### src/hdl/sacb_pkg.sv
// Shared constants of the converter control and bus port
package sacb_pkg;
   localparam int          DATA_W        = 8;
   localparam int          IDX_W         = 3;
   localparam int          APB_AW        = 8;
   localparam int          NUM_EV        = 3;
   // Register byte offsets
   localparam logic [7:0]  OFF_CTRL      = 8'h00;
   localparam logic [7:0]  OFF_STATUS    = 8'h04;
   localparam logic [7:0]  OFF_RESULT    = 8'h08;
   localparam logic [7:0]  OFF_INT_STAT  = 8'h0c;
   localparam logic [7:0]  OFF_INT_MASK  = 8'h10;
   // Field positions
   localparam int          CTRL_START    = 0;
   localparam int          CTRL_PIN_EN   = 1;
   localparam int          ST_BUSY       = 0;
   localparam int          ST_DONE       = 1;
   localparam int          ST_FMT        = 2;
   localparam int          ST_RAW_LSB    = 8;
   localparam int          EV_DONE       = 0;
   localparam int          EV_RESTART    = 1;
   localparam int          EV_START      = 2;
   // Reset and load values
   localparam logic        PIN_EN_RST    = 1'b1;
   localparam logic [2:0]  INT_MASK_RST  = 3'h0;
   localparam logic [7:0]  SAR_CLEAR     = 8'h00;
   localparam logic [7:0]  SAR_FIRST     = 8'h7f;
   localparam logic [2:0]  IDX_MSB       = 3'h7;
   localparam logic [2:0]  IDX_LSB       = 3'h0;
   localparam logic        FMT_OFFSET    = 1'b1;

   typedef enum logic [4:0] {
      ST_IDLE  = 5'b00001,
      ST_CLR   = 5'b00010,
      ST_ARMED = 5'b00100,
      ST_TRIAL = 5'b01000,
      ST_FIN   = 5'b10000
   } sacb_state_type;
endpackage : sacb_pkg

### src/hdl/sacb_pin_sampler.sv
// Pin capture and conversion clock edge detect
`timescale 1ns/1ps
module sacb_pin_sampler (
   input  wire logic pclk,
   input  wire logic presetn,
   input  wire logic conv_clk,
   input  wire logic begin_n,
   input  wire logic unit_enable_n,
   input  wire logic fetch_n,
   input  wire logic output_format_select,
   input  wire logic compare_in,
   output logic      clk_low,
   output logic      clk_rise,
   output logic      begin_low,
   output logic      enable_low,
   output logic      fetch_low,
   output logic      fmt_sel,
   output logic      cmp
);
   logic clk_q;
   logic clk_prev_q;

   // Pins are synchronous to pclk, one register stage is enough
   always_ff @(posedge pclk or negedge presetn) begin
      if (!presetn) begin
         clk_q      <= 1'b0;
         clk_prev_q <= 1'b0;
         begin_low  <= 1'b0;
         enable_low <= 1'b0;
         fetch_low  <= 1'b0;
         fmt_sel    <= 1'b0;
         cmp        <= 1'b0;
      end else begin
         clk_q      <= conv_clk;
         clk_prev_q <= clk_q;
         begin_low  <= ~begin_n;
         enable_low <= ~unit_enable_n;
         fetch_low  <= ~fetch_n;
         fmt_sel    <= output_format_select;
         cmp        <= compare_in;
      end
   end

   assign clk_low  = ~clk_q;
   assign clk_rise = clk_q & ~clk_prev_q;
endmodule : sacb_pin_sampler

### src/hdl/sacb_top.sv
// Successive-approximation converter control with pin port and APB registers
`timescale 1ns/1ps
module sacb_top (
   input  wire logic                        pclk,
   input  wire logic                        presetn,
   input  wire logic                        psel,
   input  wire logic                        penable,
   input  wire logic                        pwrite,
   input  wire logic [sacb_pkg::APB_AW-1:0] paddr,
   input  wire logic [31:0]                 pwdata,
   output logic      [31:0]                 prdata,
   output logic                             pready,
   output logic                             pslverr,
   output logic                             irq,
   input  wire logic                        conv_clk,
   input  wire logic                        unit_enable_n,
   input  wire logic                        begin_n,
   input  wire logic                        fetch_n,
   input  wire logic                        output_format_select,
   input  wire logic                        compare_in,
   output logic      [sacb_pkg::DATA_W-1:0] dac_code,
   output logic      [sacb_pkg::DATA_W-1:0] result_bus,
   output logic                             result_oe,
   output logic                             done_flag_n
);
   import sacb_pkg::*;

   ////////////////////////////////////////////////////////////////////////////
   // Functions

   function automatic logic [DATA_W-1:0] fmt_code(input logic [DATA_W-1:0] raw,
                                                   input logic             sel);
      fmt_code = (sel == FMT_OFFSET) ? raw : {~raw[DATA_W-1], raw[DATA_W-2:0]};
   endfunction : fmt_code

   function automatic logic reg_hit(input logic [APB_AW-1:0] addr,
                                    input logic [7:0]        off);
      reg_hit = (addr == off);
   endfunction : reg_hit

   ////////////////////////////////////////////////////////////////////////////
   // Declarations

   sacb_state_type    state_q;
   sacb_state_type    state_d;
   logic [DATA_W-1:0] sar_q;
   logic [DATA_W-1:0] sar_d;
   logic [DATA_W-1:0] trial_w;
   logic [IDX_W-1:0]  idx_q;
   logic [IDX_W-1:0]  idx_d;
   logic [IDX_W-1:0]  idx_dn_w;
   logic              done_n_q;
   logic              done_n_d;
   logic [DATA_W-1:0] result_q;
   logic              result_oe_q;
   logic              pin_en_q;
   logic              sw_start_q;
   logic [NUM_EV-1:0] int_stat_q;
   logic [NUM_EV-1:0] int_stat_d;
   logic [NUM_EV-1:0] int_mask_q;
   logic [NUM_EV-1:0] ev_w;
   logic              irq_q;
   logic [31:0]       prdata_q;
   logic              pready_q;
   logic              pslverr_q;

   logic              clk_low;
   logic              clk_rise;
   logic              begin_low;
   logic              enable_low;
   logic              fetch_low;
   logic              fmt_sel;
   logic              cmp;

   ////////////////////////////////////////////////////////////////////////////
   // Pin capture

   sacb_pin_sampler u_pins (
      .pclk                 (pclk),
      .presetn              (presetn),
      .conv_clk             (conv_clk),
      .begin_n              (begin_n),
      .unit_enable_n        (unit_enable_n),
      .fetch_n              (fetch_n),
      .output_format_select (output_format_select),
      .compare_in           (compare_in),
      .clk_low              (clk_low),
      .clk_rise             (clk_rise),
      .begin_low            (begin_low),
      .enable_low           (enable_low),
      .fetch_low            (fetch_low),
      .fmt_sel              (fmt_sel),
      .cmp                  (cmp)
   );

   ////////////////////////////////////////////////////////////////////////////
   // Start decode

   wire pin_clear_w  = pin_en_q & begin_low & enable_low & clk_low;
   wire clear_w      = pin_clear_w | sw_start_q;
   wire busy_w       = (state_q == ST_ARMED) | (state_q == ST_TRIAL);
   wire running_w    = busy_w | (state_q == ST_CLR);
   wire read_w       = enable_low & fetch_low;
   wire last_bit_w   = (idx_q == IDX_LSB);

   ////////////////////////////////////////////////////////////////////////////
   // Bit trial datapath

   assign idx_dn_w = idx_q - 3'h1;

   // Decide the bit under trial, present a zero on the next lower one
   genvar gi;
   generate
      for (gi = 0; gi < DATA_W; gi = gi + 1) begin : g_trial
         wire on_bit_w   = (idx_q == IDX_W'(gi));
         wire next_bit_w = ~last_bit_w & (idx_dn_w == IDX_W'(gi));
         assign trial_w[gi] = on_bit_w   ? cmp  :
                              next_bit_w ? 1'b0 : sar_q[gi];
      end
   endgenerate

   ////////////////////////////////////////////////////////////////////////////
   // Sequencer

   always_comb begin
      state_d  = state_q;
      sar_d    = sar_q;
      idx_d    = idx_q;
      done_n_d = done_n_q;
      case (state_q)
         ST_IDLE, ST_FIN: begin
            if (clear_w) begin
               state_d  = ST_CLR;
               sar_d    = SAR_CLEAR;
               done_n_d = 1'b1;
            end
         end
         ST_CLR: begin
            if (clear_w) begin
               sar_d = SAR_CLEAR;
            end else begin
               state_d = ST_ARMED;
               sar_d   = SAR_FIRST;
               idx_d   = IDX_MSB;
            end
         end
         ST_ARMED: begin
            if (clear_w) begin
               state_d = ST_CLR;
               sar_d   = SAR_CLEAR;
            end else if (clk_rise) begin
               state_d = ST_TRIAL;
            end
         end
         ST_TRIAL: begin
            if (clear_w) begin
               state_d = ST_CLR;
               sar_d   = SAR_CLEAR;
            end else if (clk_rise) begin
               sar_d = trial_w;
               if (last_bit_w) begin
                  state_d  = ST_FIN;
                  done_n_d = 1'b0;
               end else begin
                  idx_d = idx_dn_w;
               end
            end
         end
         default: begin
            state_d  = ST_IDLE;
            sar_d    = SAR_CLEAR;
            idx_d    = IDX_MSB;
            done_n_d = 1'b1;
         end
      endcase
   end

   always_ff @(posedge pclk or negedge presetn) begin
      if (!presetn) begin
         state_q  <= ST_IDLE;
         sar_q    <= SAR_CLEAR;
         idx_q    <= IDX_MSB;
         done_n_q <= 1'b1;
      end else begin
         state_q  <= state_d;
         sar_q    <= sar_d;
         idx_q    <= idx_d;
         done_n_q <= done_n_d;
      end
   end

   ////////////////////////////////////////////////////////////////////////////
   // Result port

   // Partial codes are visible if read mid conversion, as on the pins
   always_ff @(posedge pclk or negedge presetn) begin
      if (!presetn) begin
         result_q    <= SAR_CLEAR;
         result_oe_q <= 1'b0;
      end else begin
         result_q    <= fmt_code(sar_q, fmt_sel);
         result_oe_q <= read_w;
      end
   end

   ////////////////////////////////////////////////////////////////////////////
   // Interrupt events

   wire entered_fin_w = (state_d == ST_FIN) & (state_q != ST_FIN);
   wire restart_w     = busy_w & clear_w;
   wire started_w     = (state_q == ST_CLR) & ~clear_w;

   assign ev_w[EV_DONE]    = entered_fin_w;
   assign ev_w[EV_RESTART] = restart_w;
   assign ev_w[EV_START]   = started_w;

   ////////////////////////////////////////////////////////////////////////////
   // APB slave

   wire setup_w    = psel & ~penable;
   wire access_w   = psel & penable & pready_q;
   wire wr_w       = access_w & pwrite;
   wire hit_ctrl_w = reg_hit(paddr, OFF_CTRL);
   wire hit_stat_w = reg_hit(paddr, OFF_STATUS);
   wire hit_res_w  = reg_hit(paddr, OFF_RESULT);
   wire hit_int_w  = reg_hit(paddr, OFF_INT_STAT);
   wire hit_msk_w  = reg_hit(paddr, OFF_INT_MASK);
   wire mapped_w   = hit_ctrl_w | hit_stat_w | hit_res_w | hit_int_w | hit_msk_w;
   wire w1c_w      = wr_w & hit_int_w;

   wire [31:0] ctrl_rd_w = {30'h0, pin_en_q, 1'b0};
   wire [31:0] stat_rd_w = {16'h0, sar_q, 5'h0, fmt_sel, ~done_n_q, running_w};
   wire [31:0] res_rd_w  = {24'h0, fmt_code(sar_q, fmt_sel)};
   wire [31:0] int_rd_w  = {29'h0, int_stat_q};
   wire [31:0] msk_rd_w  = {29'h0, int_mask_q};

   wire [31:0] rd_data_w = hit_ctrl_w ? ctrl_rd_w :
                           hit_stat_w ? stat_rd_w :
                           hit_res_w  ? res_rd_w  :
                           hit_int_w  ? int_rd_w  :
                           hit_msk_w  ? msk_rd_w  : 32'h0;

   // Set wins over a same-cycle write-one-to-clear
   generate
      for (gi = 0; gi < NUM_EV; gi = gi + 1) begin : g_int
         assign int_stat_d[gi] = ev_w[gi] | (int_stat_q[gi] & ~(w1c_w & pwdata[gi]));
      end
   endgenerate

   wire irq_d_w = |(int_stat_d & int_mask_q);

   // Answer in the first access cycle: no wait states
   always_ff @(posedge pclk or negedge presetn) begin
      if (!presetn) begin
         pready_q  <= 1'b0;
         prdata_q  <= 32'h0;
         pslverr_q <= 1'b0;
      end else begin
         pready_q  <= setup_w;
         prdata_q  <= (setup_w & ~pwrite) ? rd_data_w : 32'h0;
         pslverr_q <= setup_w & ~mapped_w;
      end
   end

   always_ff @(posedge pclk or negedge presetn) begin
      if (!presetn) begin
         pin_en_q   <= PIN_EN_RST;
         sw_start_q <= 1'b0;
         int_mask_q <= INT_MASK_RST;
      end else begin
         sw_start_q <= wr_w & hit_ctrl_w & pwdata[CTRL_START];
         if (wr_w & hit_ctrl_w) begin
            pin_en_q <= pwdata[CTRL_PIN_EN];
         end
         if (wr_w & hit_msk_w) begin
            int_mask_q <= pwdata[NUM_EV-1:0];
         end
      end
   end

   always_ff @(posedge pclk or negedge presetn) begin
      if (!presetn) begin
         int_stat_q <= '0;
         irq_q      <= 1'b0;
      end else begin
         int_stat_q <= int_stat_d;
         irq_q      <= irq_d_w;
      end
   end

   ////////////////////////////////////////////////////////////////////////////
   // Outputs

   assign prdata      = prdata_q;
   assign pready      = pready_q;
   assign pslverr     = pslverr_q;
   assign irq         = irq_q;
   assign dac_code    = sar_q;
   assign result_bus  = result_q;
   assign result_oe   = result_oe_q;
   assign done_flag_n = done_n_q;
endmodule : sacb_top

### config.mk
export PLATFORM = sky130hd
export DESIGN_NAME = sacb_top
export DESIGN_NICKNAME = d
export VERILOG_FILES = /design/src/hdl/sacb_pkg.sv /design/src/hdl/sacb_pin_sampler.sv /design/src/hdl/sacb_top.sv
export SDC_FILE = /design/constraint.sdc
export NUM_CORES = 1
export LEC_CHECK = 0
export BUFFER_PORTS_ARGS = -buffer_cell sky130_fd_sc_hd__buf_4
export CORE_UTILIZATION = 40
export DETAILED_ROUTE_END_ITERATION = 16
export PLACE_DENSITY = 0.65
export SETUP_SLACK_MARGIN = 0.02
export SLEW_MARGIN = 20
export SYNTH_ARGS = -nofsm -noshare
export SYNTH_HDL_FRONTEND = slang
export SYNTH_SLANG_ARGS = --single-unit
### constraint.sdc
create_clock -name pclk -period 1.7 [get_ports pclk]
set_input_delay 0.085 -clock pclk [delete_from_list [all_inputs] [get_ports pclk]]
set_output_delay 0.085 -clock pclk [all_outputs]
set_load 0.02 [all_outputs]
==> results.md, run 1 <==
* Status: complete, but fails checks
* Failing checks: negative setup slack
* Final net count at 479
* Synth area leaders: dfrtp_1, buf_4, dfstp_2
* Final setup slack of the worst path at -5.65 ps
* Top-area cell type share of the netlist area at 43.3%
* Combinational family with the most area after synthesis: simple AND/OR/NAND/NOR gates
* Unrepaired setup endpoints after global routing: true
* Die W at 90.4 um
* Final period util at 100%
* Synth Area in Simple Gates at 22.6%
* Power Dens Cells at 731 mW/mm^2
* Clk_skew at 6.38 ps
* Drt wl/cell at 13.8 um
* GRT Resource Usage Total at 18.6%
* Max H-tree Level at 3
* Vias/cell at 5.01
* Count leader, synth: dfrtp_1
* RR Endpoint: idx_q[2]
* Post-synthesis mux area share at 2.08%
* DRT iter0 DRCs at 143
* Crit Path Category: reg2reg
* Initial core utilization at 42.2%
* Crit path required time at 1970 ps
* Startpoint types: flop
* Port bufs at 58
* Worst path cell trace: or4b_4 -> nor2_4 -> nand2_1 -> a32o_1
* Post-synth top cells: dfrtp_1, a21oi_1, nand2_1, buf_4, nor2_1
* Vias in the first global route at 2,492
* Synth Instances at 318
* Hold Crit Depth at 3
* Final setup fails at 2
* Mapped Area at 0.00312 sq mm
* Final wirelength at 7240 um
* Post-synthesis xor/xnor area fraction at 1.40%
* Peak supply drop at 487 uV
* Critical-path maximum fanout at 7
* Kind of end point of the critical path: flop
* Synth Area in Compound Gates at 15.2%
* Synthesis-to-layout area growth at 41.6%
* Minimum clock period at 1710 ps
* Die H at 90.4 um
* Min-Delay Startpoint: paddr[0]
* Crit Reg-Reg Startpoint: state_q[2]
* Worst-path clk slew at 70 ps
* Adder-Cell Fraction of Synth Area at 2.00%
* Avg Cell Area, Syn at 9.82 sq um
* CTS tree: built
* Ys async rst share at 100%
* Synth cell types at 54
* Hold Path Class: in2reg
* First-pass detailed-route iteration total at 4
* Post-Route Setup TNS at -6.59 ps
* Reg-to-reg slack, setup at -6 ps
* Family with the most delay on the worst path: simple AND/OR/NAND/NOR gates
* Largest net degree at the start of global routing at 61
* F_max at 0.586 GHz
* Synth warn at 0
* Ant. Diodes at 0
* Final count of hold timing violations at 0
* CP Buf/Inv Count at 0
* Num ports at 104
* Sequential area share after synthesis at 48.3%
* Detail Route Antenna Nets at 0
* Max Slew Vio Count at 0
* End point of the worst hold path: pslverr
* P_leak at 2.12 nW
* WP data arrival at 1980 ps
* Core Rows at 31
* Total gr overflow at 0
* Via count at 2,633
* Top_reg_cell synth: dfrtp_1
* Max incr delay on CP at 570 ps
* Clock latency on the worst-skew pair at 340 ps
* Fraction of layout cells with a size suffix above 1 at 39.8%
* Max Cap Viol at 0
* FF-to-FF path depth at 4
* Dominant cell type by area after synthesis: dfrtp_1
* CTS root buf: clkbuf_8
* CTS Buf Count at 9
* EDFF count, synth at 0
* Worst slew margin at 52.4%
* #FFs+latches synth at 60
* Die footprint at 0.00817 sq mm
* Total clock sinks at 60
* Worst-Margin Slew at 713 ps
* Core Box Area at 0.00741 sq mm
* Initial antenna violation count at 0
* Clk buf depth at 2
* DRC at 0
* CP max-delay cell: or4b_4
* Global-route wire length before repair at 11,900 um
* DPL Wire Length at 5050 um
* Hold WS at 37.1 ps
* Gpl congestion at 0.848
## repair_timing
item,4_1_cts,5_1_grt
pin swaps,1,14
gates resized for setup,13,31
setup endpoints to repair,12,12
setup buffers,5,4
hold buffers,11,0
hold endpoints to repair,65,0
## area by class of cell
| type | instances | area (sq um) |
|---|---|---|
| clock buffer | 12 | 165 |
| clock inverter | 3 | 68.8 |
| fill | 629 | 2980 |
| inverter | 11 | 41.3 |
| multi-input combinational | 229 | 1630 |
| sequential | 60 | 1510 |
| tap | 99 | 124 |
| timing repair buffer | 112 | 885 |
## worst max-delay path by stage
stage	startpoint	slack, ps	endpoint	depth (start not counted)
5_1_grt	state_q[2]	-70	idx_q[2]	4
6_report	state_q[2]	-6	idx_q[2]	4
3_3_place_gp	paddr[6]	-140	irq	6
2_1_floorplan	idx_q[0]	-20	irq	7
4_1_cts	idx_q[0]	10	dac_code[1]	7
3_5_place_dp	paddr[6]	-200	irq	6
## cells in the final DEF (no fill, tap or decap), types with 6 or more instances in the layout
cell	instances
nand3_1	11
dfstp_2	6
and3_1	7
clkbuf_8	12
a21oi_1	20
nor2b_1	6
inv_1	9
dlygate4sd3_1	11
conb_1	16
nand2_1	22
and2_1	18
dfrtp_1	50
nor3_1	8
nor2_1	20
o21ai_0	11
buf_4	99
## power breakdown
part | internal, mW | switching [mW]
clock | 0.940 | 0.559
combinational | 0.104 | 0.145
sequential | 1.46 | 0.0246
## per-stage QoR
step | std cells | instance area [sq um] | setup WS [ps] | util, % | total power, mW
final | 526 | 4420 | -5.65 | 59.7 | 3.23
after floorplan | 333 | 3230 | -24.8 | - | 1.65
after detailed placement | 491 | 3810 | -200 | 51.5 | 1.74
after global routing | 526 | 4420 | -67.8 | 59.7 | 3.36
after global placement | 491 | 3810 | -139 | 51.5 | 1.73
after CTS | 522 | 4250 | 11.4 | 57.3 | 3.27
## sequential cells by signal, indices dropped and copies added (netlist names), 3 cells and up
register / count
idx_q: 3
result_bus: 8
int_mask_q: 3
dac_code: 8
state_q: 5
int_stat_q: 3
prdata: 16
## cells by family after synthesis
group                      Yosys count
xor gates and xnor gates             5
DFF                                 60
and+or+nand+nor                    124
buffers and inverters               44
other                                1
AOI/OAI and AO/OA                   73
muxes                                6
adders and majority gates            5
## routing by layer
layer  track usage (%)  vias up  wire length, um  share of wire (%)
met1              24.3     1234             3160                 44
met4              9.41        0              180                2.5
met5                 0        -                0                  0
met3              4.71       15              407                5.6
li1                  -     1291                -                  -
met2              28.5       93             3490                 48
## worst min-delay path, stage by stage
cell and delay, ps:
buf_4 80, nor2_1 50, a31oi_1 120
No activity file was read; power rests on OpenSTA's default activity.
==> inputs of run 2 (changes only) <==
SKIP_CTS_REPAIR_TIMING = 1   (was not set)
==> run 2 against run 1 <==
Net effect: the flow still finishes with violations (negative setup slack); total power shrank 0.20%; clock power hardly changed; clock skew up 1.7 ps; sequential power barely moved; die area is the same; clock-buffer cell count is the same; wire length is 1.6% lower; via count decreased by 1.5%; combinational power about the same; worst setup slack got worse by 81 ps; first-iteration DRC count down 12%; worst hold slack got worse by 16 ps; critical path type unchanged.
==> results.md, run 2 (synthesis gave the netlist of run 1 again) <==
* Worst-Margin Slew at 714 ps
* Crit Reg-Reg Startpoint: state_q[1]
* Crit Path Category: reg2reg
* Port bufs at 58
* Final period util at 105%
* Initial antenna violation count at 0
* Register area at 0.00151 sq mm
* GRT Resource Usage Total at 18.0%
* Ant. Diodes at 0
* Final count of hold timing violations at 0
* Failing checks: negative setup slack
* Clk_skew at 8.05 ps
* Crit path from: state_q[1]
* Hold WS at 21.3 ps
* CTS tree: built
* P_leak at 2.08 nW
* Critical-path maximum fanout at 5
* Initial core utilization at 42.2%
* Worst-path clk slew at 70 ps
* Pre-CTS setup slack at -200 ps
* Largest net degree at the start of global routing at 61
* Total gr overflow at 0
* Crit path required time at 1910 ps
* F_max at 0.560 GHz
* Max H-tree Level at 3
* DPL Wire Length at 5050 um
* Minimum clock period at 1790 ps
* CTS root buf: clkbuf_8
* Core Box Area at 0.00741 sq mm
* Clk buf depth at 2
* Most frequent cells in the layout: buf_4, dfrtp_1, a21oi_1
* Die footprint at 0.00817 sq mm
* Final net count at 475
* Unrepaired setup endpoints after global routing: true
* Multi-input logic area at 0.00154 sq mm
* Final setup fails at 9
* Drt wl/cell at 13.6 um
* Max Slew Vio Count at 0
* CTS Buf Count at 9
* Startpoint types: flop
* Clock latency on the worst-skew pair at 340 ps
* Fill cells at 650
* Global-route wire length before repair at 11,500 um
* Hold Path Class: in2reg
* Power Dens Cells at 749 mW/mm^2
* DRT iter0 DRCs at 126
* Peak supply drop at 489 uV
* Kind of end point of the critical path: flop
* Final setup slack of the worst path at -86.5 ps
* Synthesis-to-layout area growth at 37.9%
* Max reg flops at 16
* Gpl congestion at 0.848
* Most common cell after layout, fill and taps aside: buf_4
* Die W at 90.4 um
* Min-Delay Startpoint: psel
* Num ports at 104
* Final wirelength at 7120 um
* Vias in the first global route at 2,399
* Max Cap Viol at 0
* Via count at 2,594
* Fraction of layout cells with a size suffix above 1 at 36.6%
* Total clock sinks at 60
* DRC at 0
* Die H at 90.4 um
* Tot Pwr at 3.23 mW
* Vias/cell at 4.97
* Worst slew margin at 52.4%
* Status: complete, but fails checks
* WP data arrival at 1990 ps
* Detail Route Antenna Nets at 0
* First-pass detailed-route iteration total at 4
* Core Rows at 31
==> run 2: cell types whose count changed in the layout (fill, tap and decap cells not counted), moves of 3 or more <==
cell and change:
a21oi_1 +4, dfrtp_2 -3, a21oi_2 -3, dfrtp_1 +3
buf_4 -3
==> run 2: area by class of cell <==
type | count | share of cell area [%]
Tap cell | 99 | 2.88
Sequential cell | 60 | 35.1
Clock inverter | 3 | 1.60
Clock buffer | 12 | 3.83
Inverter | 11 | 0.958
Multi-Input combinational cell | 229 | 35.7
Timing Repair Buffer | 108 | 20.0
==> run 2: metrics by stage <==
stage          setup TNS, ps  utilization (%)  std cells  area [sq um]
6_report                -324             58.1        522          4310
5_1_grt                -1000             58.1        522          4310
4_1_cts                 -657             54.7        506          4050
3_5_place_dp            -664             51.5        491          3810
3_3_place_gp            -428             51.5        491          3810
2_1_floorplan          -24.8                -        333          3230
==> run 2: critical path, cell delays in order, from the launching register on <==
cell and delay, ps:
dfrtp_1 420, or3_4 430, nor4_4 340, buf_4 220
a32oi_2 100, a2bb2oi_1 140
==> run 2: report_power, final <==
| part | leakage (nW) | internal (mW) | switching, mW |
|---|---|---|---|
| sequential | 0.792 | 1.46 | 0.0249 |
| clock | 0.119 | 0.940 | 0.554 |
| combinational | 1.17 | 0.102 | 0.144 |
| total | 2.08 | 2.50 | 0.723 |
==> run 2: metal layers <==
metal  vias to the layer above  routed length, um  global-route usage (%)
li1                       1280                  -                       -
met1                      1233               3210                    23.8
met2                        74               3480                    27.6
met3                         7                326                    4.71
met4                         0                108                    8.20
met5                         -                  0                       0
==> run 2: worst paths after layout <==
path | to | slack (ps) | depth (start not counted)
worst max register to register | dac_code[4] | -90 | 5
max in group asynchronous | state_q[2] | 840 | 2
worst min-delay path | pready | 20 | 3
worst min register to register | u_pins.clk_prev_q | 420 | 0
worst max-delay path | dac_code[4] | -90 | 5
min in group asynchronous | prdata[14] | 350 | 2
